$ cat src/hdl/dcef_pkg.sv
// Shared constants and types for the DMA channel event flag block
package dcef_pkg;
    localparam int NUM_CH       = 8;
    localparam int FLAGS_PER_CH = 4;
    localparam int DATA_W       = 32;
    localparam int ADDR_W       = 8;

    // Register byte offsets
    localparam logic [ADDR_W-1:0] OFS_STATUS = 8'h00;
    localparam logic [ADDR_W-1:0] OFS_CLEAR  = 8'h04;
    localparam logic [ADDR_W-1:0] OFS_IRQ_EN = 8'h08;

    // Field positions inside one channel nibble
    localparam int BIT_ANY   = 0;
    localparam int BIT_DONE  = 1;
    localparam int BIT_HALF  = 2;
    localparam int BIT_FAULT = 3;

    // Reset values
    localparam logic [DATA_W-1:0] RST_STATUS = 32'h0000_0000;
    localparam logic [DATA_W-1:0] RST_IRQ_EN = 32'h0000_0000;

    // AXI responses
    localparam logic [1:0] RESP_OKAY   = 2'h0;
    localparam logic [1:0] RESP_SLVERR = 2'h2;

    // Per-channel hardware event strobes
    typedef struct packed {
        logic fault;
        logic half;
        logic done;
    } dcef_evt_t;

    // Register file view handed to the flag logic
    typedef struct packed {
        logic              clr_stb;
        logic [DATA_W-1:0] clr_data;
    } dcef_clr_t;
endpackage

$ cat src/hdl/dcef_axil_slave.sv
// AXI4-Lite slave front end: one write and one read at a time
`timescale 1ns/100ps
`default_nettype none
module dcef_axil_slave #(
    parameter int ADDR_W = dcef_pkg::ADDR_W,
    parameter int DATA_W = dcef_pkg::DATA_W
) (
    input  wire logic              aclk,
    input  wire logic              aresetn,
    input  wire logic [ADDR_W-1:0] s_awaddr,
    input  wire logic              s_awvalid,
    output logic                   s_awready,
    input  wire logic [DATA_W-1:0] s_wdata,
    input  wire logic [3:0]        s_wstrb,
    input  wire logic              s_wvalid,
    output logic                   s_wready,
    output logic [1:0]             s_bresp,
    output logic                   s_bvalid,
    input  wire logic              s_bready,
    input  wire logic [ADDR_W-1:0] s_araddr,
    input  wire logic              s_arvalid,
    output logic                   s_arready,
    output logic [DATA_W-1:0]      s_rdata,
    output logic [1:0]             s_rresp,
    output logic                   s_rvalid,
    input  wire logic              s_rready,
    output logic                   wr_stb,
    output logic [ADDR_W-1:0]      wr_addr,
    output logic [DATA_W-1:0]      wr_data,
    output logic [3:0]             wr_strb,
    input  wire logic              wr_err,
    output logic [ADDR_W-1:0]      rd_addr,
    input  wire logic [DATA_W-1:0] rd_data,
    input  wire logic              rd_err
);
    logic              aw_held_ff;
    logic              w_held_ff;
    logic [ADDR_W-1:0] awaddr_ff;
    logic [DATA_W-1:0] wdata_ff;
    logic [3:0]        wstrb_ff;
    logic              bvalid_ff;
    logic [1:0]        bresp_ff;
    logic              rvalid_ff;
    logic [DATA_W-1:0] rdata_ff;
    logic [1:0]        rresp_ff;

    // Address and data are caught in either order, held until both
    assign s_awready = !aw_held_ff && !bvalid_ff;
    assign s_wready  = !w_held_ff && !bvalid_ff;
    assign wr_stb    = aw_held_ff && w_held_ff && !bvalid_ff;
    assign wr_addr   = awaddr_ff;
    assign wr_data   = wdata_ff;
    assign wr_strb   = wstrb_ff;
    assign s_bvalid  = bvalid_ff;
    assign s_bresp   = bresp_ff;

    always_ff @(posedge aclk) begin
        if (!aresetn) begin
            aw_held_ff <= 1'b0;
            w_held_ff  <= 1'b0;
            awaddr_ff  <= '0;
            wdata_ff   <= '0;
            wstrb_ff   <= 4'h0;
            bvalid_ff  <= 1'b0;
            bresp_ff   <= dcef_pkg::RESP_OKAY;
        end else begin
            if (s_awvalid && s_awready) begin
                aw_held_ff <= 1'b1;
                awaddr_ff  <= s_awaddr;
            end
            if (s_wvalid && s_wready) begin
                w_held_ff <= 1'b1;
                wdata_ff  <= s_wdata;
                wstrb_ff  <= s_wstrb;
            end
            if (wr_stb) begin
                aw_held_ff <= 1'b0;
                w_held_ff  <= 1'b0;
                bvalid_ff  <= 1'b1;
                bresp_ff   <= wr_err ? dcef_pkg::RESP_SLVERR
                                     : dcef_pkg::RESP_OKAY;
            end else if (bvalid_ff && s_bready) begin
                bvalid_ff <= 1'b0;
            end
        end
    end

    // Read: address taken, data returned one edge later
    assign s_arready = !rvalid_ff;
    assign rd_addr   = s_araddr;
    assign s_rvalid  = rvalid_ff;
    assign s_rdata   = rdata_ff;
    assign s_rresp   = rresp_ff;

    always_ff @(posedge aclk) begin
        if (!aresetn) begin
            rvalid_ff <= 1'b0;
            rdata_ff  <= '0;
            rresp_ff  <= dcef_pkg::RESP_OKAY;
        end else if (s_arvalid && s_arready) begin
            rvalid_ff <= 1'b1;
            rdata_ff  <= rd_data;
            rresp_ff  <= rd_err ? dcef_pkg::RESP_SLVERR
                                : dcef_pkg::RESP_OKAY;
        end else if (rvalid_ff && s_rready) begin
            rvalid_ff <= 1'b0;
        end
    end
endmodule
`default_nettype wire

$ cat src/hdl/dcef_channel_flags.sv
// Four sticky event flags of one DMA channel
`timescale 1ns/100ps
`default_nettype none
module dcef_channel_flags (
    input  wire logic                 aclk,
    input  wire logic                 aresetn,
    input  wire dcef_pkg::dcef_evt_t  evt,
    input  wire logic                 clr_stb,
    input  wire logic [3:0]           clr_bits,
    output logic [3:0]                flags
);
    logic [3:0] flags_ff;
    logic [3:0] nxt_flags;
    logic [3:0] set_bits;
    logic [3:0] clr_eff;
    logic       clr_all;

    // Channel-wide clear knocks out all four flags
    assign clr_all = clr_stb && clr_bits[dcef_pkg::BIT_ANY];

    // Per-flag clears; writing 0 leaves the flag alone
    assign clr_eff[dcef_pkg::BIT_ANY]   = clr_all;
    assign clr_eff[dcef_pkg::BIT_DONE]  = clr_all ||
        (clr_stb && clr_bits[dcef_pkg::BIT_DONE]);
    assign clr_eff[dcef_pkg::BIT_HALF]  = clr_all ||
        (clr_stb && clr_bits[dcef_pkg::BIT_HALF]);
    assign clr_eff[dcef_pkg::BIT_FAULT] = clr_all ||
        (clr_stb && clr_bits[dcef_pkg::BIT_FAULT]);

    // Hardware sets; the any-event flag follows every event
    assign set_bits[dcef_pkg::BIT_DONE]  = evt.done;
    assign set_bits[dcef_pkg::BIT_HALF]  = evt.half;
    assign set_bits[dcef_pkg::BIT_FAULT] = evt.fault;
    assign set_bits[dcef_pkg::BIT_ANY]   =
        evt.done || evt.half || evt.fault;

    // Set beats clear so an event in the clear cycle is kept
    assign nxt_flags = set_bits | (flags_ff & ~clr_eff);

    always_ff @(posedge aclk) begin
        if (!aresetn) begin
            flags_ff <= 4'h0;
        end else begin
            flags_ff <= nxt_flags;
        end
    end

    assign flags = flags_ff;
endmodule
`default_nettype wire

$ cat src/hdl/dcef_top.sv
// DMA channel event flags: status, clear and interrupt over AXI4-Lite
//
// The AXI4-Lite register port was chosen for this implementation.
`timescale 1ns/100ps
`default_nettype none
// Contract
// - Channel done event sets its done flag, held until software clears.
// - Halfway event sets the halfway flag, held until software clears.
// - Fault event sets the fault flag, held until software clears.
// - Any done, halfway or fault event sets the channel any-event flag.
// - Status is read-only; cleared only by writing ones to clear word.
// - Channel clear-all bit clears all four flags; a 0 does nothing.
// - Done, halfway and fault clear bits clear only their own flag.
// - Clear register sits at offset 0x04, write-only, status layout.
// - Channel n: any at 4n, done 4n+1, halfway 4n+2, fault 4n+3.
// - Eight channels, channel 7 in bits 28 to 31.
// - All flags and clear bits reset to zero.
module dcef_top #(
    parameter int NUM_CH = dcef_pkg::NUM_CH
) (
    input  wire logic                            aclk,
    input  wire logic                            aresetn,
    input  wire logic [dcef_pkg::ADDR_W-1:0]     s_axi_awaddr,
    input  wire logic                            s_axi_awvalid,
    output logic                                 s_axi_awready,
    input  wire logic [dcef_pkg::DATA_W-1:0]     s_axi_wdata,
    input  wire logic [3:0]                      s_axi_wstrb,
    input  wire logic                            s_axi_wvalid,
    output logic                                 s_axi_wready,
    output logic [1:0]                           s_axi_bresp,
    output logic                                 s_axi_bvalid,
    input  wire logic                            s_axi_bready,
    input  wire logic [dcef_pkg::ADDR_W-1:0]     s_axi_araddr,
    input  wire logic                            s_axi_arvalid,
    output logic                                 s_axi_arready,
    output logic [dcef_pkg::DATA_W-1:0]          s_axi_rdata,
    output logic [1:0]                           s_axi_rresp,
    output logic                                 s_axi_rvalid,
    input  wire logic                            s_axi_rready,
    input  wire dcef_pkg::dcef_evt_t [NUM_CH-1:0] ch_evt,
    output logic                                 irq
);
    localparam int SW = dcef_pkg::FLAGS_PER_CH * NUM_CH;

    logic                          wr_stb;
    logic [dcef_pkg::ADDR_W-1:0]   wr_addr;
    logic [dcef_pkg::DATA_W-1:0]   wr_data;
    logic [3:0]                    wr_strb;
    logic                          wr_err;
    logic [dcef_pkg::ADDR_W-1:0]   rd_addr;
    logic [dcef_pkg::DATA_W-1:0]   rd_data;
    logic                          rd_err;
    logic [SW-1:0]                 status;
    logic [SW-1:0]                 clr_mask;
    logic [dcef_pkg::DATA_W-1:0]   irq_en_ff;
    logic [dcef_pkg::DATA_W-1:0]   nxt_irq_en;
    logic [dcef_pkg::DATA_W-1:0]   status_word;
    logic [dcef_pkg::DATA_W-1:0]   byte_mask;
    dcef_pkg::dcef_clr_t           clr;
    logic                          hit_wr_clear;
    logic                          hit_wr_en;
    logic                          hit_wr_status;
    logic                          hit_rd_status;
    logic                          hit_rd_clear;
    logic                          hit_rd_en;

    // Bus protocol handling lives in the slave
    dcef_axil_slave #(
        .ADDR_W (dcef_pkg::ADDR_W),
        .DATA_W (dcef_pkg::DATA_W)
    ) u_slave (
        .aclk      (aclk),
        .aresetn   (aresetn),
        .s_awaddr  (s_axi_awaddr),
        .s_awvalid (s_axi_awvalid),
        .s_awready (s_axi_awready),
        .s_wdata   (s_axi_wdata),
        .s_wstrb   (s_axi_wstrb),
        .s_wvalid  (s_axi_wvalid),
        .s_wready  (s_axi_wready),
        .s_bresp   (s_axi_bresp),
        .s_bvalid  (s_axi_bvalid),
        .s_bready  (s_axi_bready),
        .s_araddr  (s_axi_araddr),
        .s_arvalid (s_axi_arvalid),
        .s_arready (s_axi_arready),
        .s_rdata   (s_axi_rdata),
        .s_rresp   (s_axi_rresp),
        .s_rvalid  (s_axi_rvalid),
        .s_rready  (s_axi_rready),
        .wr_stb    (wr_stb),
        .wr_addr   (wr_addr),
        .wr_data   (wr_data),
        .wr_strb   (wr_strb),
        .wr_err    (wr_err),
        .rd_addr   (rd_addr),
        .rd_data   (rd_data),
        .rd_err    (rd_err)
    );

    // Write decode; low address bits ignored, word aligned
    assign hit_wr_clear  = wr_addr[dcef_pkg::ADDR_W-1:2] ==
                           dcef_pkg::OFS_CLEAR[dcef_pkg::ADDR_W-1:2];
    assign hit_wr_en     = wr_addr[dcef_pkg::ADDR_W-1:2] ==
                           dcef_pkg::OFS_IRQ_EN[dcef_pkg::ADDR_W-1:2];
    assign hit_wr_status = wr_addr[dcef_pkg::ADDR_W-1:2] ==
                           dcef_pkg::OFS_STATUS[dcef_pkg::ADDR_W-1:2];
    // Status writes are accepted with OKAY but change nothing
    assign wr_err = !(hit_wr_clear || hit_wr_en || hit_wr_status);

    // Byte lanes expand to a bit mask
    genvar gb;
    generate
        for (gb = 0; gb < 4; gb++) begin : g_lane
            assign byte_mask[8*gb +: 8] = {8{wr_strb[gb]}};
        end
    endgenerate

    // Clear word is a pulse; nothing is stored, so it reads back as zero
    assign clr_mask     = wr_data[SW-1:0] & byte_mask[SW-1:0];
    assign clr.clr_stb  = wr_stb && hit_wr_clear;
    assign clr.clr_data = (dcef_pkg::DATA_W)'(clr_mask);

    // One flag group per channel, nibble n at bits 4n..4n+3
    genvar gc;
    generate
        for (gc = 0; gc < NUM_CH; gc++) begin : g_ch
            dcef_channel_flags u_flags (
                .aclk     (aclk),
                .aresetn  (aresetn),
                .evt      (ch_evt[gc]),
                .clr_stb  (clr.clr_stb),
                .clr_bits (clr.clr_data[4*gc +: 4]),
                .flags    (status[4*gc +: 4])
            );
        end
    endgenerate

    // Channel 7 lands in bits 28 to 31 with eight channels
    generate
        if (SW < dcef_pkg::DATA_W) begin : g_pad
            assign status_word = {{(dcef_pkg::DATA_W-SW){1'b0}}, status};
        end else begin : g_full
            assign status_word = status[dcef_pkg::DATA_W-1:0];
        end
    endgenerate

    // Interrupt enable, same layout as status
    assign nxt_irq_en = (wr_stb && hit_wr_en)
                      ? ((irq_en_ff & ~byte_mask) | (wr_data & byte_mask))
                      : irq_en_ff;

    always_ff @(posedge aclk) begin
        if (!aresetn) begin
            irq_en_ff <= dcef_pkg::RST_IRQ_EN;
        end else begin
            irq_en_ff <= nxt_irq_en;
        end
    end

    // Level interrupt while any enabled flag is pending
    assign irq = |(status_word & irq_en_ff);

    // Read decode; the clear register is write-only and reads zero
    assign hit_rd_status = rd_addr[dcef_pkg::ADDR_W-1:2] ==
                           dcef_pkg::OFS_STATUS[dcef_pkg::ADDR_W-1:2];
    assign hit_rd_clear  = rd_addr[dcef_pkg::ADDR_W-1:2] ==
                           dcef_pkg::OFS_CLEAR[dcef_pkg::ADDR_W-1:2];
    assign hit_rd_en     = rd_addr[dcef_pkg::ADDR_W-1:2] ==
                           dcef_pkg::OFS_IRQ_EN[dcef_pkg::ADDR_W-1:2];
    assign rd_err  = !(hit_rd_status || hit_rd_clear || hit_rd_en);
    assign rd_data = hit_rd_status ? status_word :
                     hit_rd_en     ? irq_en_ff   :
                     dcef_pkg::RST_STATUS;
endmodule
`default_nettype wire

$ cat config.mk
export PLATFORM = sky130hd
export DESIGN_NAME = dcef_top
export DESIGN_NICKNAME = d
export VERILOG_FILES = /design/src/hdl/dcef_pkg.sv /design/src/hdl/dcef_axil_slave.sv /design/src/hdl/dcef_channel_flags.sv /design/src/hdl/dcef_top.sv
export SDC_FILE = /design/constraint.sdc
export NUM_CORES = 1
export LEC_CHECK = 0
export BUFFER_PORTS_ARGS = -buffer_cell sky130_fd_sc_hd__buf_2
export CORE_MARGIN = 2
export CORE_UTILIZATION = 59
export CTS_CLUSTER_DIAMETER = 100
export DETAILED_ROUTE_END_ITERATION = 6
export PLACE_DENSITY_LB_ADDON = 0.1
export SLEW_MARGIN = 20
export SYNTH_ARGS = -nofsm -noshare
export SYNTH_HDL_FRONTEND = slang
export SYNTH_SLANG_ARGS = --single-unit
$ cat constraint.sdc
create_clock -name aclk -period 3.5 [get_ports aclk]
set_input_delay 0.35 -clock aclk [delete_from_list [all_inputs] [get_ports aclk]]
set_output_delay 0.35 -clock aclk [all_outputs]
set_load 0.02 [all_outputs]
==> results of run 1 <==
## where the power goes
part | internal [mW] | switching [mW] | total (mW)
combinational | 0.132 | 0.224 | 0.356
clock | 1.11 | 0.646 | 1.75
sequential | 1.71 | 0.0699 | 1.78
## layout make-up
cell class,instances,area (µm²)
clock buffers,27,502
well taps,133,166
inverters,3,11.3
multi-input cells,496,2920
flip-flops and latches,144,2880
repair buffers,125,643
fillers,786,2620
clock inverters,5,75.1
## stage by stage
stage | setup WS, ps | std cells
finish | 1080 | 933
global route | 1030 | 933
CTS | 1080 | 933
detailed placement | 1350 | 901
global placement | 1390 | 901
floorplan | 1670 | 690
## placed cells by master (no fill, tap or decap), types with 24 or more instances in the layout
cell	count
a32oi_1	32
o21ai_0	24
mux2_2	32
nor2_1	92
nand2_1	141
mux2i_1	38
a21oi_1	64
buf_2	118
dfxtp_1	144
## logic make-up (layout without fill, tap and decap cells)
family / count (synthesis) / in the layout / synth area share [%]
other: 1 / 2 / 0.0626
DFF: 144 / 144 / 48.2
AOI/OAI and AO/OA: 153 / 153 / 16.2
muxes: 70 / 70 / 12.4
and+or+nand+nor: 271 / 271 / 19.8
buffers and inverters: 50 / 160 / 3.41
## critical path: cells and delay by family (launching register included)
| family | cells | cell delay (ps) |
|---|---|---|
| AND/OR/NAND/NOR | 2 | 730 |
| buffers and inverters | 1 | 200 |
| flip-flops | 1 | 320 |
| AO/OA/AOI/OAI | 1 | 290 |
## per-layer routing
metal	vias up	routed length (µm)	GRT usage [%]
li1	2630	-	-
met1	2714	6750	37.1
met2	226	8290	52.7
met3	26	1160	6.05
met4	0	380	15.1
met5	-	0	0
## final timing paths
check             cells after the start                       end                     start
setup reg to reg                      3  g_ch[3].u_flags.flags[0]          u_slave.s_bvalid
hold / removal                        3       u_slave.wr_data[20]           s_axi_wdata[20]
setup / recovery                      4                       irq  g_ch[0].u_flags.flags[1]
hold reg to reg                       2       u_slave.wr_data[21]       u_slave.wr_data[21]
==> results.json, run 1 <==
{
  "crit_slowest_cell": "or4_1",
  "synth_top_area_share_pct": 48.2,
  "yosysMostFrequentCell": "dfxtp_1",
  "p_leak_nw": 2.85,
  "min_period_ps": 2420,
  "run_status": "finished, final reports clean",
  "clock-root-buffer": "clkbuf_8",
  "drt_pass1_iterations": 5,
  "grt_pass1_wl_um": 26500,
  "setup_tns_ps": 0,
  "synth.largest_area_cell": "dfxtp_1",
  "clock.fmax_mhz": 414,
  "wl_per_cell_um": 17.8,
  "die_h_um": 105,
  "p_per_area_nw_per_um2": 540,
  "yosysUniqueCellTypes": 36,
  "synthArstFlopShare_pct": 0,
  "htreeDepth": 4,
  "dpl.hpwl_um": 10700,
  "cts_tree": "done",
  "synth-edff-count": 0,
  "fp-row-count": 36,
  "clk_pin_slew_worst_paths_ps": 60,
  "critPathKind": "flip-flop to primary output",
  "critPathMaxFanout": 3,
  "syn_area_um2": 5990,
  "syn_avg_cell_area_um2": 8.69,
  "fin_crit_sh_pct": 69.1,
  "via_count": 5596,
  "final_util_pct": 73.3,
  "track_usage_pct": 30.9,
  "rsz0062_at_grt": "no",
  "max_stage_delay_ps": 600,
  "clk_path_buf_depth": 2,
  "synth-seq-area-share_pct": 48.2,
  "cts_setup_buffers": 0,
  "clk_latency_ps": 530,
  "holdWs_ps": 52.7,
  "numCtsBuffers": 17,
  "ys.flop_type": "dfxtp_1",
  "antenna_left": 0,
  "portBuffers": 118,
  "peakVddDrop_mv": 0.512,
  "diodes": 0,
  "nets": 870,
  "stdcell_area_um2": 7200,
  "crit_required_ps": 3150,
  "hold_viol": 0,
  "core_area_um2": 9820,
  "grt-ovfl-total": 0,
  "drive_above_1_share_pct": 24.4,
  "postSynthRegisterBits": 144,
  "drc": 0,
  "synth_common_cells": "144 x dfxtp_1, 141 x nand2_1, 92 x nor2_1",
  "cp.arrival_ps": 2070,
  "syn_inst": 689,
  "maxSlewViolCount": 0,
  "yosysWarningCount": 0,
  "skew_ps": 5.53,
  "cts_hold_buffers": 0,
  "cp_cell_sequence": "a22oi_1 > nand4_1 > or4_1 > buf_2",
  "end_kind": "primary output",
  "crit_path_start_kind": "flip-flop",
  "hp-class": "input port to flip-flop",
  "gp_congestion": 0.858,
  "dieArea_um2": 11000,
  "area_growth_pct": 20.3,
  "clkSinkCount": 144,
  "dieWidth_um": 105,
  "post_cts_resized": 0,
  "setup-violations-final": 0,
  "finalWirelength_um": 16600,
  "drt_iter0_drc": 339,
  "antenna_found_initial": 0,
  "reg2reg_setup_slack_ps": 1140,
  "slew_headroom_pct": 23.1,
  "start_util_pct": 61.0,
  "grt_start_max_net_pins": 97,
  "worstMarginPinSlew_ps": 1150,
  "dpl_cell_area_um2": 6630,
  "grt_pass1_vias": 5427,
  "netlist_top_cells_area": "dfxtp_1 48%, nand2_1 8.8%, mux2i_1 6.4%, mux2_2 6.0%, nor2_1 5.8%",
  "cap_violations": 0,
  "io_pins": 125,
  "total_power_mw": 3.89,
  "vias_per_cell": 6.00
}
Power figures use the tool's default switching activity.
==> inputs of run 2 (changes only) <==
ABC_AREA = 1   (was not set)
CORE_UTILIZATION = 50   (was 59)
clock period = 2.2 ns   (was 3.5 ns; I/O delays follow)
==> results.json, run 2 <==
{
  "run_status": "finished, final reports clean",
  "hold_viol": 0,
  "finalWirelength_um": 15700,
  "crit_path_frequent_cell": "nand4_1",
  "portBuffers": 118,
  "synth-seq-area-share_pct": 46.0,
  "setup_slack_ps": 423,
  "setup_tns_ps": 0,
  "diodes": 0,
  "core_area_um2": 12100,
  "wl_per_cell_um": 13.3,
  "ys.flop_type": "dfxtp_1",
  "fin_crit_sh_pct": 80.8,
  "dpl.hpwl_um": 11000,
  "dieArea_um2": 13400,
  "maxSlewViolCount": 0,
  "grt_pass1_wl_um": 24700,
  "nets": 1077,
  "crit_slowest_cell": "dfxtp_1",
  "max_stage_delay_ps": 340,
  "num-fill-cells": 1207,
  "dieWidth_um": 116,
  "p_leak_nw": 3.75,
  "grt_start_max_net_pins": 57,
  "yosysUniqueCellTypes": 25,
  "synth.largest_area_cell": "dfxtp_1",
  "critPathMaxFanout": 3,
  "die_h_um": 116,
  "synthArstFlopShare_pct": 0,
  "clkSinkCount": 144,
  "peakVddDrop_mv": 0.541,
  "place_ws_ps": 702,
  "htreeDepth": 4,
  "slew_headroom_pct": 58.4,
  "netlist_top_cells_area": "dfxtp_1 46%, nor2_1 11%, nand2_1 10%, inv_1 7.1%, o21ai_0 6.7%",
  "via_count": 5754,
  "cts_setup_buffers": 0,
  "drc": 0,
  "drive_above_1_share_pct": 18.3,
  "rsz0062_at_grt": "no",
  "io_pins": 125,
  "numCtsBuffers": 17,
  "synth_top_area_share_pct": 46.0,
  "drt_iter0_drc": 411,
  "post_cts_resized": 0,
  "antenna_found_initial": 0,
  "crit_required_ps": 1980,
  "syn_area_um2": 6270,
  "syn_inst": 892,
  "clock-root-buffer": "clkbuf_16",
  "final_common_cell": "nor2_1",
  "drt_pass1_iterations": 4,
  "critPathKind": "flip-flop to primary output",
  "syn_avg_cell_area_um2": 7.03,
  "gp_congestion": 0.858,
  "skew_ps": 4.46,
  "p_per_area_nw_per_um2": 893,
  "grt_pass1_vias": 4883,
  "fp-row-count": 40,
  "clk_latency_ps": 420,
  "setup-violations-final": 0,
  "antenna_left": 0,
  "grt-ovfl-total": 0,
  "synth_common_cells": "189 x nor2_1, 167 x nand2_1, 144 x dfxtp_1",
  "yosysWarningCount": 0,
  "cts_hold_buffers": 0,
  "min_period_ps": 1780,
  "area_growth_pct": 20.8,
  "track_usage_pct": 24.0,
  "postSynthRegisterBits": 144,
  "synth-edff-count": 0,
  "final_cell_mix": "189 x nor2_1, 167 x nand2_1, 144 x dfxtp_1",
  "yosysMostFrequentCell": "nor2_1",
  "cp_cell_sequence": "nand2_1 > nand4_1 > nor2_1 > nand4_1 > buf_2",
  "clk_pin_slew_worst_paths_ps": 60,
  "clock.fmax_mhz": 563,
  "cts_tree": "done",
  "hp-class": "input port to flip-flop",
  "start_util_pct": 51.7,
  "end_kind": "primary output",
  "worstMarginPinSlew_ps": 622,
  "cp.arrival_ps": 1560,
  "cap_violations": 0,
  "vias_per_cell": 4.90,
  "clk_path_buf_depth": 2,
  "crit_path_start_kind": "flip-flop"
}
-- run 2: cell count changes after synthesis, moves of 21 or more --
cell | before | now
nor2_1 | 92 | 189
mux2_2 | 32 | 0
a32oi_1 | 32 | 0
nand2_1 | 141 | 167
a21oi_1 | 64 | 43
mux2i_1 | 38 | 0
inv_1 | 2 | 119
o211ai_1 | 0 | 48
o21ai_0 | 24 | 84
-- run 2: worst max-delay path: cells and delay by family (launching register included) --
| family | cells | cell delay (ps) |
|---|---|---|
| simple gates | 4 | 610 |
| buf+inv | 1 | 200 |
| flops | 1 | 340 |
-- run 2: cell families (layout without fill, tap and decap cells) --
logic type,after synthesis,after routing,synth area share [%]
other,1,2,0.0598
and+or+nand+nor,386,386,24.7
buffers and inverters,169,283,11.4
AOI/OAI and AO/OA,192,192,17.9
DFF,144,144,46.0
-- run 2: final cells by class --
class                   instances  area [µm²]  area share [%]
flip-flops and latches        144        2880            38.1
inverters                     122         458            6.05
clock inverters                11         185            2.45
well taps                     168         210            2.78
multi-input cells             580        2680            35.3
clock buffers                  21         460            6.08
repair buffers                129         698            9.22
-- run 2: power by group --
part / internal (mW) / switching [mW]
logic: 0.259 / 0.441
clock network: 2.06 / 1.07
registers: 2.78 / 0.155
-- run 2: routing by layer --
metal / global-route usage, % / part of all wire (%)
met1: 35.3 / 52
met2: 34.8 / 41
met3: 4.92 / 5.5
met4: 8.41 / 1.7
met5: 0 / 0
-- run 2: stage by stage --
stage,total power [mW],hold slack [ps],instances,utilization [%],area [µm²]
after floorplan,3.42,354,893,-,6270
after global placement,3.67,445,1143,57.2,6930
after detailed placement,3.68,453,1143,57.2,6930
after CTS,6.80,30.5,1175,62.5,7570
after global routing,7.03,44.4,1175,62.5,7570
final,6.76,45.7,1175,62.5,7570
-- run 2: final timing paths --
| check | from | to | slack (ps) | cells past startpoint |
|---|---|---|---|---|
| worst max register to register | u_slave.wr_addr[6] | flip-flop | 670 | 6 |
| worst min-delay path | ch_evt[10] | g_ch[3].u_flags.flags[2] | 50 | 3 |
| worst max-delay path | g_ch[1].u_flags.flags[0] | irq | 420 | 5 |
| worst min register to register | u_slave.wr_addr[2] | u_slave.s_bresp[1] | 460 | 2 |
==> inputs of run 3 (changes only) <==
clock period = 1.5 ns   (was 2.2 ns; I/O delays follow)
==> results.json, run 3 (synthesized netlist as in run 2, its figures left out) <==
{
  "r2r_start": "u_slave.aw_held_ff",
  "peakVddDrop_mv": 0.696,
  "hp-class": "input port to flip-flop",
  "setup-violations-final": 1,
  "drt_pass1_iterations": 5,
  "numCtsBuffers": 17,
  "num-fill-cells": 1090,
  "skew_ps": 6.36,
  "critPathKind": "flip-flop to primary output",
  "track_usage_pct": 26.5,
  "clk_latency_ps": 430,
  "final_cell_mix": "188 x nor2_1, 162 x nand2_1, 130 x dfxtp_1",
  "regArea_um2": 2900,
  "hold_viol": 0,
  "setup_tns_ps": -149,
  "grt_pass1_vias": 5507,
  "antenna_left": 0,
  "rsz0062_at_grt": "yes",
  "reg2reg_setup_slack_ps": 60,
  "multi_input_area_um2": 2730,
  "cp.arrival_ps": 1500,
  "clock.fmax_mhz": 607,
  "maxSlewViolCount": 0,
  "stdcell_area_um2": 8400,
  "via_count": 6078,
  "crit_path_start": "g_ch[7].u_flags.flags[2]",
  "clock-root-buffer": "clkbuf_16",
  "total_power_mw": 9.84,
  "vias_per_cell": 4.85,
  "dp.cells": 1161,
  "grt-ovfl-total": 0,
  "cts_tree": "done",
  "drt_iter0_drc": 436,
  "dpl.hpwl_um": 11100,
  "end_kind": "primary output",
  "dieWidth_um": 116,
  "antenna_found_initial": 0,
  "area_growth_pct": 34.0,
  "finalWirelength_um": 17300,
  "drc": 0,
  "crit_required_ps": 1350,
  "endpoint": "irq",
  "reg2reg_to": "g_ch[4].u_flags.flags[1]",
  "failed_checks": "setup timing",
  "p_per_area_nw_per_um2": 1170,
  "clk_pin_slew_worst_paths_ps": 60,
  "fin_crit_sh_pct": 110,
  "io_pins": 125,
  "fp-row-count": 40,
  "drive_above_1_share_pct": 21.0,
  "gp_congestion": 0.849,
  "wl_per_cell_um": 13.8,
  "clk_path_buf_depth": 2,
  "setup_slack_ps": -149,
  "diodes": 0,
  "hold_depth": 3,
  "final_cells": 1254,
  "final_util_pct": 69.3,
  "nets": 1156,
  "core_area_um2": 12100,
  "place_ws_ps": -69.7,
  "crit_path_start_kind": "flip-flop",
  "die_h_um": 116,
  "clkSinkCount": 144,
  "min_period_ps": 1650,
  "portBuffers": 118,
  "final_common_cell": "nor2_1",
  "rr_worst_depth": 7,
  "cap_violations": 0,
  "grt_start_max_net_pins": 90,
  "dpl_cell_area_um2": 7120,
  "run_status": "finished, violations left",
  "p_leak_nw": 4.11,
  "grt_pass1_wl_um": 27200,
  "holdWs_ps": 8.86,
  "htreeDepth": 4,
  "dieArea_um2": 13400,
  "start_util_pct": 51.7,
  "critPathMaxFanout": 2
}
==> run 3: cell types whose count changed in the layout (fill, tap and decap cells not counted), moves of 4 or more <==
cell	change
dlygate4sd3_1	+57
buf_4	+17
dfxtp_1	-14
dfxtp_2	+14
buf_12	+5
nand2_1	-5
nand2_2	+4
o21ai_0	-4
o21ai_1	+4
==> run 3: cell type report <==
| type | count | share of cell area, % |
|---|---|---|
| clock buffer | 20 | 5.44 |
| clock inverter | 12 | 1.67 |
| inverter | 122 | 5.45 |
| multi-input combinational | 580 | 32.5 |
| sequential | 144 | 34.5 |
| tap | 168 | 2.50 |
| timing repair buffer | 208 | 17.9 |
==> run 3: power by group <==
part | internal (mW) | leakage (nW) | switching (mW) | total (mW)
clock network | 2.68 | 0.295 | 1.59 | 4.27
registers | 4.08 | 1.19 | 0.203 | 4.28
logic | 0.549 | 2.63 | 0.736 | 1.29
==> run 3: what timing repair did <==
item,CTS,global route
hold buffers,56,1
pin swaps,10,5
endpoints found under the setup margin,19,39
setup buffers,4,0
resized for setup,20,13
endpoints found under the hold margin,57,1
==> run 3: worst min-delay path by stage <==
stage / start / endpoint / slack (ps)
2_1_floorplan: ch_evt[0] / g_ch[0].u_flags.flags[1] / 280
3_3_place_gp: s_axi_wdata[13] / u_slave.wr_data[13] / 400
3_5_place_dp: ch_evt[21] / g_ch[7].u_flags.flags[1] / 400
4_1_cts: s_axi_wdata[1] / u_slave.wr_data[1] / 1
5_1_grt: s_axi_wdata[1] / u_slave.wr_data[1] / 30
6_report: s_axi_wdata[1] / u_slave.wr_data[1] / 9
==> run 3: per-layer routing <==
metal / GRT usage, % / wire [µm]
met1: 37.2 / 8450
met2: 41.3 / 7560
met3: 4.97 / 999
met4: 9.05 / 260
met5: 0 / 0
==> run 3: critical path: stages, from the launching register on <==
cell and delay (ps):
dfxtp_2 320, nand2_2 80, nand4_1 120, nor2_1 160, nand4_1 180, buf_4 210
